===== config.mk =====
export PLATFORM = sky130hd
export DESIGN_NAME = buck_switch_control
export DESIGN_NICKNAME = d
export VERILOG_FILES = /design/src/core/buck_ctrl_pkg.sv /design/src/core/buck_switch_control.sv /design/src/core/sense_sync.sv /design/src/core/switch_oscillator.sv
export SDC_FILE = /design/constraint.sdc
export NUM_CORES = 1
export LEC_CHECK = 0
export BUFFER_PORTS_ARGS = -buffer_cell sky130_fd_sc_hd__buf_2
export CAP_MARGIN = 0
export CORE_MARGIN = 2
export CORE_UTILIZATION = 51
export CTS_CLUSTER_SIZE = 10
export DETAILED_ROUTE_END_ITERATION = 10
export GPL_TIMING_DRIVEN = 1
export PLACE_DENSITY_LB_ADDON = 0.08
export SLEW_MARGIN = 20
export SYNTH_ARGS = -nofsm -noshare
export SYNTH_HDL_FRONTEND = slang
export SYNTH_SLANG_ARGS = --single-unit

===== constraint.sdc =====
create_clock -name i_clock -period 2.16 [get_ports i_clock]
set_clock_uncertainty 0.1 [all_clocks]
set_input_delay 0.432 -clock i_clock [delete_from_list [all_inputs] [get_ports i_clock]]
set_output_delay 0.432 -clock i_clock [all_outputs]
set_load 0.02 [all_outputs]

===== src/core/buck_ctrl_pkg.sv =====
// Constants shared by the step-down converter switching control logic
package buck_ctrl_pkg;

    // ****************************************************************
    // Clock and oscillator timing
    // ****************************************************************
    localparam int unsigned CLOCK_HZ = 250_000_000;
    localparam int unsigned CLOCK_MHZ = 250;
    localparam int unsigned OSC_HZ = 2_400_000;
    // Rounded down, so the cycle is never longer than the nominal period
    localparam int unsigned OSC_PERIOD_CYCLES = CLOCK_HZ / OSC_HZ;
    localparam int unsigned SC_SLOW_DIV = 8;
    localparam int unsigned OSC_CNT_W = 10;

    // ****************************************************************
    // Non-overlap, reference wake-up and soft-start timing
    // ****************************************************************
    localparam int unsigned DEAD_NS = 8;
    localparam int unsigned DEAD_CYCLES = (DEAD_NS * CLOCK_MHZ + 999) / 1000;
    localparam int unsigned DEAD_CNT_W = 4;
    localparam int unsigned REF_WAKE_US = 20;
    localparam int unsigned REF_WAKE_CYCLES = REF_WAKE_US * CLOCK_MHZ;
    localparam int unsigned SOFT_START_US = 1200;
    localparam int unsigned SOFT_START_CYCLES = SOFT_START_US * CLOCK_MHZ;
    localparam int unsigned TIMER_W = 19;

    // ****************************************************************
    // Pulse-skip entry
    // ****************************************************************
    localparam int unsigned ZC_CNT_W = 5;
    localparam logic [ZC_CNT_W-1:0] ZC_ENTRY_COUNT = 5'h10;

    // ****************************************************************
    // Analog status inputs, positions in the synchronised vector
    // ****************************************************************
    localparam int unsigned NUM_SENSE = 12;
    localparam int unsigned S_ENABLE = 0;
    localparam int unsigned S_UNDERVOLTAGE_LOCKOUT = 1;
    localparam int unsigned S_OVER_TEMP = 2;
    localparam int unsigned S_CURRENT_TRIP = 3;
    localparam int unsigned S_ZERO_CROSS = 4;
    localparam int unsigned S_LIGHT_LOAD = 5;
    localparam int unsigned S_OVERCURRENT = 6;
    localparam int unsigned S_SHORT_CIRCUIT = 7;
    localparam int unsigned S_OUT_HIGH = 8;
    localparam int unsigned S_OUT_NOMINAL = 9;
    localparam int unsigned S_OUT_LOW = 10;
    localparam int unsigned S_DROPOUT = 11;

endpackage


===== src/core/buck_switch_control.sv =====
// Switching control logic of the step-down converter
`timescale 1ns/1ps
`default_nettype none

module buck_switch_control
    import buck_ctrl_pkg::*;
#(
    parameter int unsigned REF_WAKE_LEN = REF_WAKE_CYCLES,
    parameter int unsigned SOFT_START_LEN = SOFT_START_CYCLES,
    parameter int unsigned DEAD_LEN = DEAD_CYCLES,
    parameter int unsigned OSC_PERIOD = OSC_PERIOD_CYCLES,
    parameter int unsigned OSC_SLOW_DIV = SC_SLOW_DIV
) (
    input wire logic i_clock,               // 250 MHz system clock
    input wire logic i_rst,                 // Synchronous reset, active high
    input wire logic i_enable,              // Enable pin level
    input wire logic i_undervoltage_lockout, // Input supply below lockout
    input wire logic i_over_temp,           // Thermal shutdown comparator
    input wire logic i_current_trip,        // Peak current loop comparator
    input wire logic i_zero_cross,          // Switch node current crossed zero
    input wire logic i_light_load_trip,     // Current at light-load level
    input wire logic i_overcurrent_detector, // High side current at limit
    input wire logic i_short_circuit_detector, // Feedback below threshold
    input wire logic i_out_above_high,      // Output 1.5% above nominal
    input wire logic i_out_below_nominal,   // Output at or below nominal
    input wire logic i_out_below_low,       // Output over 1.5% below nominal
    input wire logic i_dropout,             // Input too low to regulate
    output logic o_high_side_on,            // High-side switch gate
    output logic o_low_side_on,             // Low-side switch gate
    output logic o_discharge_on,            // Output discharge path
    output logic o_reference_on,            // Internal reference powered
    output logic o_soft_start_active,       // Soft-start ramp running
    output logic o_pulse_skip_mode,         // Pulse-skip mode active
    output logic o_regulating               // Soft-start complete
);

    // ****************************************************************
    // Types and declarations
    // ****************************************************************
    typedef enum logic [1:0] {
        PWR_OFF,
        PWR_REF_WAKE,
        PWR_SOFT_START,
        PWR_RUN
    } power_state_e;

    typedef enum logic [2:0] {
        SW_OFF,
        SW_DEAD_HS,
        SW_HS,
        SW_DEAD_LS,
        SW_LS
    } switch_state_e;

    power_state_e pwr_reg;
    power_state_e pwr_next;
    switch_state_e sw_reg;
    switch_state_e sw_next;

    logic [NUM_SENSE-1:0] sense_raw;
    logic [NUM_SENSE-1:0] sense;
    logic cycle_start;

    logic [TIMER_W-1:0] timer_reg;
    logic [DEAD_CNT_W-1:0] dead_reg;
    logic [ZC_CNT_W-1:0] zc_count_reg;
    logic zc_seen_reg;
    logic skip_reg;
    logic skip_idle_reg;

    // ****************************************************************
    // Input synchronisation and oscillator
    // ****************************************************************
    assign sense_raw[S_ENABLE] = i_enable;
    assign sense_raw[S_UNDERVOLTAGE_LOCKOUT] = i_undervoltage_lockout;
    assign sense_raw[S_OVER_TEMP] = i_over_temp;
    assign sense_raw[S_CURRENT_TRIP] = i_current_trip;
    assign sense_raw[S_ZERO_CROSS] = i_zero_cross;
    assign sense_raw[S_LIGHT_LOAD] = i_light_load_trip;
    assign sense_raw[S_OVERCURRENT] = i_overcurrent_detector;
    assign sense_raw[S_SHORT_CIRCUIT] = i_short_circuit_detector;
    assign sense_raw[S_OUT_HIGH] = i_out_above_high;
    assign sense_raw[S_OUT_NOMINAL] = i_out_below_nominal;
    assign sense_raw[S_OUT_LOW] = i_out_below_low;
    assign sense_raw[S_DROPOUT] = i_dropout;

    sense_sync #(
        .WIDTH(NUM_SENSE)
    ) u_sense_sync (
        .i_clock(i_clock),
        .i_rst(i_rst),
        .i_async(sense_raw),
        .o_sync(sense)
    );

    switch_oscillator #(
        .PERIOD(OSC_PERIOD),
        .SLOW_DIV(OSC_SLOW_DIV)
    ) u_osc (
        .i_clock(i_clock),
        .i_rst(i_rst),
        .i_slow(sense[S_SHORT_CIRCUIT]),
        .o_cycle_start(cycle_start)
    );

    // ****************************************************************
    // Power sequencing
    // ****************************************************************
    wire enable_ok = sense[S_ENABLE] && !sense[S_UNDERVOLTAGE_LOCKOUT];
    // Over-temperature drops to off, so recovery repeats the full start
    wire power_ok = enable_ok && !sense[S_OVER_TEMP];
    wire timer_done = (timer_reg == '0);
    wire switching = (pwr_reg == PWR_SOFT_START) || (pwr_reg == PWR_RUN);

    always_comb begin
        pwr_next = pwr_reg;
        unique case (pwr_reg)
            PWR_OFF: begin
                if (power_ok) begin
                    pwr_next = PWR_REF_WAKE;
                end
            end
            PWR_REF_WAKE: begin
                if (timer_done) begin
                    pwr_next = PWR_SOFT_START;
                end
            end
            PWR_SOFT_START: begin
                if (timer_done) begin
                    pwr_next = PWR_RUN;
                end
            end
            PWR_RUN: begin
                pwr_next = PWR_RUN;
            end
        endcase
        if (!power_ok) begin
            pwr_next = PWR_OFF;
        end
    end

    wire load_ref_timer = (pwr_reg == PWR_OFF) && (pwr_next == PWR_REF_WAKE);
    wire load_ss_timer = (pwr_reg == PWR_REF_WAKE) && (pwr_next == PWR_SOFT_START);

    always_ff @(posedge i_clock) begin
        if (i_rst) begin
            pwr_reg <= PWR_OFF;
            timer_reg <= '0;
        end else begin
            pwr_reg <= pwr_next;
            if (load_ref_timer) begin
                timer_reg <= TIMER_W'(REF_WAKE_LEN - 1);
            end else if (load_ss_timer) begin
                timer_reg <= TIMER_W'(SOFT_START_LEN - 1);
            end else if (!timer_done) begin
                timer_reg <= timer_reg - 1'b1;
            end
        end
    end

    // ****************************************************************
    // Zero-cross counting and pulse-skip mode
    // ****************************************************************
    wire zc_now = sense[S_ZERO_CROSS];
    wire zc_in_cycle = zc_seen_reg || zc_now;
    wire zc_full = (zc_count_reg == ZC_ENTRY_COUNT - 1'b1);
    wire skip_enter = switching && !skip_reg && cycle_start && zc_in_cycle && zc_full;
    wire skip_leave = skip_reg && sense[S_OUT_LOW];

    always_ff @(posedge i_clock) begin
        if (i_rst || !switching || skip_reg) begin
            zc_seen_reg <= 1'b0;
            zc_count_reg <= '0;
        end else if (cycle_start) begin
            zc_seen_reg <= 1'b0;
            if (!zc_in_cycle) begin
                zc_count_reg <= '0;
            end else if (!zc_full) begin
                zc_count_reg <= zc_count_reg + 1'b1;
            end
        end else begin
            zc_seen_reg <= zc_in_cycle;
        end
    end

    // Leaving wins over a new idle request so the loop regains control
    always_ff @(posedge i_clock) begin
        if (i_rst || !switching) begin
            skip_reg <= 1'b0;
            skip_idle_reg <= 1'b0;
        end else if (skip_leave) begin
            skip_reg <= 1'b0;
            skip_idle_reg <= 1'b0;
        end else if (skip_enter) begin
            skip_reg <= 1'b1;
        end else if (skip_reg && sense[S_OUT_HIGH]) begin
            skip_idle_reg <= 1'b1;
        end else if (skip_idle_reg && sense[S_OUT_NOMINAL]) begin
            skip_idle_reg <= 1'b0;
        end
    end

    // ****************************************************************
    // Switch sequencing
    // ****************************************************************
    wire dead_done = (dead_reg == '0);
    wire dropout_hold = !skip_reg && sense[S_DROPOUT];
    // Loop trip ignored in dropout; the overcurrent limit never is
    wire pwm_end = sense[S_CURRENT_TRIP] && !dropout_hold;
    wire skip_end = sense[S_LIGHT_LOAD] || sense[S_OUT_HIGH];
    wire hs_end = sense[S_OVERCURRENT] || (skip_reg ? skip_end : pwm_end);
    wire pulse_allowed = !(skip_reg && (skip_idle_reg || sense[S_OUT_HIGH]));

    always_comb begin
        sw_next = sw_reg;
        unique case (sw_reg)
            SW_OFF: begin
                if (cycle_start && pulse_allowed) begin
                    sw_next = SW_DEAD_HS;
                end
            end
            SW_DEAD_HS: begin
                if (dead_done) begin
                    sw_next = SW_HS;
                end
            end
            SW_HS: begin
                if (hs_end) begin
                    sw_next = skip_reg ? SW_OFF : SW_DEAD_LS;
                    if (skip_reg && !sense[S_OUT_HIGH]) begin
                        sw_next = SW_DEAD_LS;
                    end
                end
            end
            SW_DEAD_LS: begin
                if (dead_done) begin
                    sw_next = SW_LS;
                end
            end
            SW_LS: begin
                if (cycle_start && pulse_allowed) begin
                    sw_next = SW_DEAD_HS;
                end else if (skip_reg && (zc_now || cycle_start)) begin
                    sw_next = SW_OFF;
                end
            end
            default: begin
                sw_next = SW_OFF;
            end
        endcase
        if (!switching) begin
            sw_next = SW_OFF;
        end
    end

    wire load_dead = (sw_next == SW_DEAD_HS || sw_next == SW_DEAD_LS) && (sw_next != sw_reg);

    always_ff @(posedge i_clock) begin
        if (i_rst) begin
            sw_reg <= SW_OFF;
            dead_reg <= '0;
        end else begin
            sw_reg <= sw_next;
            if (load_dead) begin
                dead_reg <= DEAD_CNT_W'(DEAD_LEN - 1);
            end else if (!dead_done) begin
                dead_reg <= dead_reg - 1'b1;
            end
        end
    end

    // ****************************************************************
    // Registered outputs
    // ****************************************************************
    // Gates follow the next state so they change in step with sw_reg;
    // only one of the two can decode true for any state
    always_ff @(posedge i_clock) begin
        if (i_rst) begin
            o_high_side_on <= 1'b0;
            o_low_side_on <= 1'b0;
            o_discharge_on <= 1'b0;
            o_reference_on <= 1'b0;
            o_soft_start_active <= 1'b0;
            o_pulse_skip_mode <= 1'b0;
            o_regulating <= 1'b0;
        end else begin
            o_high_side_on <= (sw_next == SW_HS);
            o_low_side_on <= (sw_next == SW_LS);
            o_discharge_on <= !sense[S_ENABLE];
            o_reference_on <= (pwr_next != PWR_OFF);
            o_soft_start_active <= (pwr_next == PWR_SOFT_START);
            o_pulse_skip_mode <= skip_reg;
            o_regulating <= (pwr_next == PWR_RUN);
        end
    end

endmodule
`default_nettype wire


===== src/core/sense_sync.sv =====
// Two flip-flop synchroniser for the asynchronous comparator outputs
`timescale 1ns/1ps
`default_nettype none

module sense_sync #(
    parameter int unsigned WIDTH = 1
) (
    input wire logic i_clock,               // System clock
    input wire logic i_rst,                 // Synchronous reset, active high
    input wire logic [WIDTH-1:0] i_async,   // Raw asynchronous levels
    output logic [WIDTH-1:0] o_sync         // Levels after two flops
);

    logic [WIDTH-1:0] meta_reg;

    // The first stage feeds only the second stage
    always_ff @(posedge i_clock) begin
        if (i_rst) begin
            meta_reg <= '0;
            o_sync <= '0;
        end else begin
            meta_reg <= i_async;
            o_sync <= meta_reg;
        end
    end

endmodule
`default_nettype wire


===== src/core/switch_oscillator.sv =====
// Switching oscillator: one start pulse per switching cycle, slow on demand
`timescale 1ns/1ps
`default_nettype none

module switch_oscillator
    import buck_ctrl_pkg::*;
#(
    parameter int unsigned PERIOD = OSC_PERIOD_CYCLES,
    parameter int unsigned SLOW_DIV = SC_SLOW_DIV
) (
    input wire logic i_clock,       // System clock
    input wire logic i_rst,         // Synchronous reset, active high
    input wire logic i_slow,        // Run at the reduced frequency
    output logic o_cycle_start      // One-cycle pulse at each cycle start
);

    localparam int unsigned SLOW_W = 8;

    logic [OSC_CNT_W-1:0] count_reg;
    logic [SLOW_W-1:0] slow_reg;
    logic period_end;
    logic slow_end;

    assign period_end = (count_reg == OSC_CNT_W'(PERIOD - 1));
    assign slow_end = !i_slow || (slow_reg == SLOW_W'(SLOW_DIV - 1));

    // The slow rate only stretches the spacing of start pulses, so a pulse
    // in progress is never cut short when the short circuit appears
    always_ff @(posedge i_clock) begin
        if (i_rst) begin
            count_reg <= '0;
            slow_reg <= '0;
            o_cycle_start <= 1'b0;
        end else begin
            count_reg <= period_end ? '0 : count_reg + 1'b1;
            if (period_end) begin
                slow_reg <= slow_end ? '0 : slow_reg + 1'b1;
            end
            o_cycle_start <= period_end && slow_end;
        end
    end

endmodule
`default_nettype wire


==> results of run 1 <==
[power by group through the flow]
stage	clock, uW	sequential, uW	combinational [uW]
floorplan	0	1980	1300
global placement	0	2000	1780
detailed placement	0	2000	1780
CTS	1220	1970	1840
global route	1300	2010	2120
finish	1180	1980	1900
[what timing repair did]
item                       CTS  global route
pin swaps                    1             4
setup endpoints to repair    1            11
gates resized for setup      0             5
hold endpoints to repair     0             0
buffers inserted             2             0
[layout by cell type (no fill, tap or decap), drive strengths merged, types with 7 or more instances in the layout]
cell type   n
buf        39
o31ai       7
inv        15
nor3       11
dfxtp      86
nand2      25
nand4       8
xor2       14
ha          7
nor2       50
and3        8
clkbuf      9
nor2b      28
nand3      14
a21oi      25
o21ai       8
xnor2       8
[per-layer routing]
layer | vias up | GRT usage | part of all wire
met4 | 0 | 0.0611 | 0.0098
met3 | 4 | 0.0673 | 0.032
met2 | 30 | 0.283 | 0.45
met5 | - | 0 | 0
met1 | 1240 | 0.251 | 0.50
li1 | 1413 | - | -
[area by class of cell]
class / count / area, sq um / area share
tap: 80 / 100 / 0.0247
clock buffer: 9 / 124 / 0.0306
clock inverter: 7 / 86.3 / 0.0213
sequential: 86 / 1720 / 0.426
timing repair buffer: 39 / 243 / 0.0600
multi-input combinational: 274 / 1730 / 0.428
inverter: 10 / 37.5 / 0.00928
[through the flow]
step,util,area [sq um]
floorplan,-,3510
CTS,0.600,4030
global placement,0.566,3800
detailed placement,0.566,3800
finish,0.602,4050
global route,0.602,4050
[cells by family (layout without fill, tap and decap cells)]
logic type	Yosys count	after routing	share of synthesized area
buf+inv	19	65	0.0210
xor+xnor	22	22	0.0549
mux	4	4	0.0121
compound gates	60	60	0.107
flops	86	86	0.490
fa+ha+maj	7	7	0.0249
simple gates	181	181	0.290
[worst max-delay path by stage]
stage,startpoint,slack [ns],endpoint
after floorplan,timer_reg[0]$_SDFFE_PP0P_,0.07,timer_reg[6]$_SDFFE_PP0P_
after global placement,timer_reg[0]$_SDFFE_PP0P_,0.04,timer_reg[6]$_SDFFE_PP0P_
after detailed placement,timer_reg[0]$_SDFFE_PP0P_,0.03,timer_reg[6]$_SDFFE_PP0P_
after CTS,timer_reg[0]$_SDFFE_PP0P_,0.04,timer_reg[16]$_SDFFE_PP0P_
after global routing,timer_reg[13]$_SDFFE_PP0P_,0.007,timer_reg[17]$_SDFFE_PP0P_
final,timer_reg[13]$_SDFFE_PP0P_,0.11,timer_reg[16]$_SDFFE_PP0P_
[worst register-to-register path, delay by kind of cell, from the launching register on]
family          cells  cell delay [ns]
compound gates      1             0.13
buf+inv             1             0.18
flops               1             0.34
simple gates        4             1.25
==> flow_summary.yaml, run 1 <==
cts:
  clkTransAtPathRegs_ns: 0.09
  cts_root_buffer: "clkbuf_8"
  cts_buffers: 9
  htreeDepth: 3
  clock_latency_ns: 0.35
  cts_tree: "done"
  clkSinkCount: 86
  clock_path_buffers: 2
  holdBufCountCts: 0
power:
  p_int_uw: 3260
  clkPwrFrac: 0.233
  switching_share: 0.356
  power_density_nw_per_um2: 1250
  leakagePower_uw: 0.00160
  seqPwrFrac: 0.391
  p_sw_uw: 1800
  total_power_uw: 5060
  comb_power_share: 0.376
  ir_drop_v: 0.000645
final_layout:
  finalNonFillerCells: 505
  layout-drive-gt1-share: 0.181
  synthToLayoutAreaGrowth_pct: 15.2
  largest_reg_flops: 19
  antenna_cells: 0
  nNetsFinal: 441
  fillers: 592
die:
  fp.dieH_um: 87.0
  std_cell_rows: 30
  placeableCoreArea_sq_um: 6720
  fp.dieArea_sq_um: 7570
  ios: 21
  die_w_um: 87.0
  initial_core_util: 0.523
min_path:
  hold_end: "u_sense_sync.meta_reg[3]$_SDFF_PP0_"
  hold_depth: 2
  hp-class: "input port to register"
  min_from: "i_current_trip"
setup_path:
  path_depth: 6
  worstRegToRegCells: 6
  slowest_delay_ns: 0.58
  critical_path_class: "register to register"
  cp_max_fo: 3
  cp.buffers_inverters: 1
  worstSetupStartpointType: "register"
  cp.required_ns: 2.34
  reg2reg_to: "timer_reg[16]$_SDFFE_PP0P_"
  r2r_slack_ns: 0.11
  slowest_stage: "or4_4"
  timing.rr.start: "timer_reg[13]$_SDFFE_PP0P_"
  crit_chain: "or4_4 -> nor3_1 -> buf_4 -> nand2_1 -> or3_1 -> a21oi_1"
  endpoint_kind: "register"
  arrival_ns: 2.24
  cp_top_family: "simple AND/OR/NAND/NOR gates"
logic_synthesis:
  avgSynthCellArea_sq_um: 9.27
  netlist.area_leader.share: 0.490
  synthTopCellsByArea: "dfxtp_1 (49%), nor2_1 (5.3%), nor2b_1 (5.0%)"
  synth_edf_count: 0
  yosysWarnings: 0
  synth_area_leader_cell: "dfxtp_1"
  synth_most_common_cell: "dfxtp_1"
  synth_flop_cell: "dfxtp_1"
  ys_seq_area_frac: 0.490
  synth_cell_type_count: 52
  async_reset_ff_frac: 0
  syn_nets: 400
  netlist_instances: 379
  synth_commonest_cells: "dfxtp_1 (86), nor2_1 (50), nor2b_1 (28)"
  ys_ff_latch: 86
  netlist_area_sq_um: 3510
timing:
  slew_headroom: 0.617
  slew_violations: 0
  worst_pin_slew_ns: 0.569
  rsz0062_at_grt: "false"
  final_hold_viol_count: 0
  setup_ws_ns: 0.106
  max_freq_ghz: 0.487
  holdWs_ns: 0.183
  fin_crit_ns: 2.05
  setup_viol: 0
  period_share: 0.951
  fin_tns_setup_ns: 0
global_route:
  antenna_found_initial: 0
  grt_pass1_vias: 2409
  grt.total_usage: 0.188
  grt_pass1_wl_um: 11200
  grt_overflow: 0
  grt_max_degree: 20
placed_design:
  place.gp.congestion: 0.830
  dp_hpwl_um: 4510
  dpl_worst_slack_ns: 0.0299
  io_buffers: 20
  dp.cells: 487
drt:
  ant_nets: 0
  drc: 0
  wl_um: 6440
  drt-wirelength-per-cell_um: 12.8
  vias_per_cell: 5.32
  drtIter0Drc: 146
  vias: 2687
  drt-pass1-iter-count: 4
status:
  status: "completed"
run:
  cap_violations: 0
Note: power is estimated with default switching activity, not from simulation.
==> run 2: changes to the inputs <==
--- a/config.mk
+++ b/config.mk
@@ -8,12 +8,13 @@
 export BUFFER_PORTS_ARGS = -buffer_cell sky130_fd_sc_hd__buf_2
 export CAP_MARGIN = 0
 export CORE_MARGIN = 2
-export CORE_UTILIZATION = 51
+export CORE_UTILIZATION = 54
 export CTS_CLUSTER_SIZE = 10
 export DETAILED_ROUTE_END_ITERATION = 10
-export GPL_TIMING_DRIVEN = 1
+export GPL_TIMING_DRIVEN = 0
 export PLACE_DENSITY_LB_ADDON = 0.08
 export SLEW_MARGIN = 20
 export SYNTH_ARGS = -nofsm -noshare
 export SYNTH_HDL_FRONTEND = slang
 export SYNTH_SLANG_ARGS = --single-unit
+export TNS_END_PERCENT = 20
==> run 2 against run 1 <==
Net effect:
- critical path depth up 2
- die area fell by 5.3%
- cell count is 1.8% lower
- register-to-register slack lost 0.09 ns
- via count rose by 0.37%
- core utilization up 3.8 points
- combinational power decreased by 4%
- first-iteration DRC count is 8.2% lower
- fmax down 4.1%
- sequential share of layout area grew 0.11 points
- global-route usage is 0.56 points higher
- critical endpoint is now timer_reg[6]$_SDFFE_PP0P_
==> flow_summary.yaml, run 2 (same netlist as run 1, synthesis figures left out) <==
status:
  status: "completed"
timing:
  period_share: 0.992
  final_hold_viol_count: 0
  slew_headroom: 0.614
  worst_pin_slew_ns: 0.573
  holdWs_ns: 0.176
  max_freq_ghz: 0.467
  rsz0062_at_grt: "true"
  setup_viol: 0
  fin_crit_ns: 2.14
  slew_violations: 0
die:
  std_cell_rows: 29
  fp.dieH_um: 84.6
  die_w_um: 84.6
  initial_core_util: 0.556
  placeableCoreArea_sq_um: 6310
  ios: 21
  fp.dieArea_sq_um: 7160
power:
  clkPwrFrac: 0.235
  seqPwrFrac: 0.402
  p_sw_uw: 1850
  p_int_uw: 3200
  switching_share: 0.366
  power_density_nw_per_um2: 1250
  ir_drop_v: 0.000945
  leakagePower_uw: 0.00156
  total_power_uw: 5050
  comb_power_share: 0.363
setup_path:
  arrival_ns: 2.35
  timing.rr.start: "timer_reg[0]$_SDFFE_PP0P_"
  worstSetupStartpointType: "register"
  cp_max_fo: 7
  r2r_slack_ns: 0.02
  cp.required_ns: 2.36
  worstRegToRegCells: 8
  endpoint_kind: "register"
  reg2reg_to: "timer_reg[6]$_SDFFE_PP0P_"
  critical_path_class: "register to register"
drt:
  vias_per_cell: 5.44
  wl_um: 6510
  ant_nets: 0
  drtIter0Drc: 134
  drc: 0
  vias: 2697
  drt-pass1-iter-count: 4
  drt-wirelength-per-cell_um: 13.1
cts:
  clock_path_buffers: 2
  htreeDepth: 3
  clock_latency_ns: 0.36
  holdBufCountCts: 0
  cts_root_buffer: "clkbuf_8"
  cts_tree: "done"
  clkSinkCount: 86
  clkTransAtPathRegs_ns: 0.09
  cts_buffers: 9
placed_design:
  io_buffers: 20
  dp_hpwl_um: 4370
  place.gp.congestion: 0.805
global_route:
  grt_overflow: 0
  globalRoute.busiestLayer: "met2"
  grt_max_degree: 16
  grt_use_met2: 0.290
  grtUsageMet1: 0.262
  grt.total_usage: 0.194
  grt_pass1_vias: 2499
  grt_pass1_wl_um: 11100
  antenna_found_initial: 0
  use_met3: 0.0452
final_layout:
  final_core_util: 0.641
  antenna_cells: 0
  layout-drive-gt1-share: 0.174
  final_cell_mix: "dfxtp_1 (84), nor2_1 (49), nor2b_1 (27)"
  nNetsFinal: 435
  largest_reg_flops: 19
  mostFrequentLayoutCell: "dfxtp_1"
  synthToLayoutAreaGrowth_pct: 15.1
  fillers: 543
min_path:
  hold_end: "u_sense_sync.meta_reg[3]$_SDFF_PP0_"
  hold_depth: 2
  hp-class: "input port to register"
  min_from: "i_current_trip"
run:
  cap_violations: 0
## run 2: final cells by class
class	count	area, sq um	area share
well taps	77	96.3	0.0238
repair buffers	24	130	0.0322
clock inverters	5	65.1	0.0161
clock buffers	11	151	0.0374
plain buffers	9	36.3	0.00897
flip-flops and latches	86	1730	0.427
multi-input cells	274	1800	0.445
inverters	10	40.0	0.00990
## run 2: power groups by stage
| stage | combinational [uW] | clock, uW | sequential [uW] |
|---|---|---|---|
| finish | 1830 | 1190 | 2030 |
| global route | 2030 | 1290 | 2060 |
| CTS | 1690 | 1210 | 2000 |
| detailed placement | 1580 | 0 | 2020 |
| global placement | 1550 | 0 | 2010 |
| floorplan | 1300 | 0 | 1980 |
## run 2: worst max path at each step
stage / from / endpoint / depth (start not counted)
3_5_place_dp: timer_reg[0]$_SDFFE_PP0P_ / pwr_reg[0]$_SDFF_PP0_ / 7
6_report: timer_reg[0]$_SDFFE_PP0P_ / timer_reg[6]$_SDFFE_PP0P_ / 8
2_1_floorplan: timer_reg[0]$_SDFFE_PP0P_ / timer_reg[6]$_SDFFE_PP0P_ / 7
4_1_cts: timer_reg[0]$_SDFFE_PP0P_ / timer_reg[6]$_SDFFE_PP0P_ / 8
5_1_grt: timer_reg[0]$_SDFFE_PP0P_ / timer_reg[6]$_SDFFE_PP0P_ / 8
3_3_place_gp: timer_reg[0]$_SDFFE_PP0P_ / pwr_reg[0]$_SDFF_PP0_ / 7
## run 2: worst max-delay path, cell delays in order, from the launching register on
cell	delay, ns
dfxtp_2	0.35
inv_2	0.09
ha_4	0.14
or4b_4	0.48
nor4_4	0.26
buf_4	0.19
nand2_4	0.09
a221oi_2	0.25
o21a_1	0.15
## run 2: per-stage QoR
| stage | setup slack, ns | std cells | instance area (sq um) | setup TNS (ns) |
|---|---|---|---|---|
| floorplan | 0.0686 | 379 | 3510 | 0 |
| global placement | -0.333 | 476 | 3710 | -3.45 |
| detailed placement | -0.389 | 476 | 3710 | -3.93 |
| CTS | -0.0114 | 494 | 3970 | -0.0114 |
| global route | -0.0576 | 496 | 4040 | -0.258 |
| finish | 0.0168 | 496 | 4040 | 0 |
## run 2: routing by layer
layer,up-vias,part of all wire
met5,-,0
met4,0,0.024
met3,13,0.028
met2,41,0.44
met1,1238,0.51
li1,1405,-
## run 2: what timing repair did
item,4_1_cts,5_1_grt
resized for setup,7,14
setup buffers,2,2
pin swaps,2,5
setup endpoints to repair,23,30
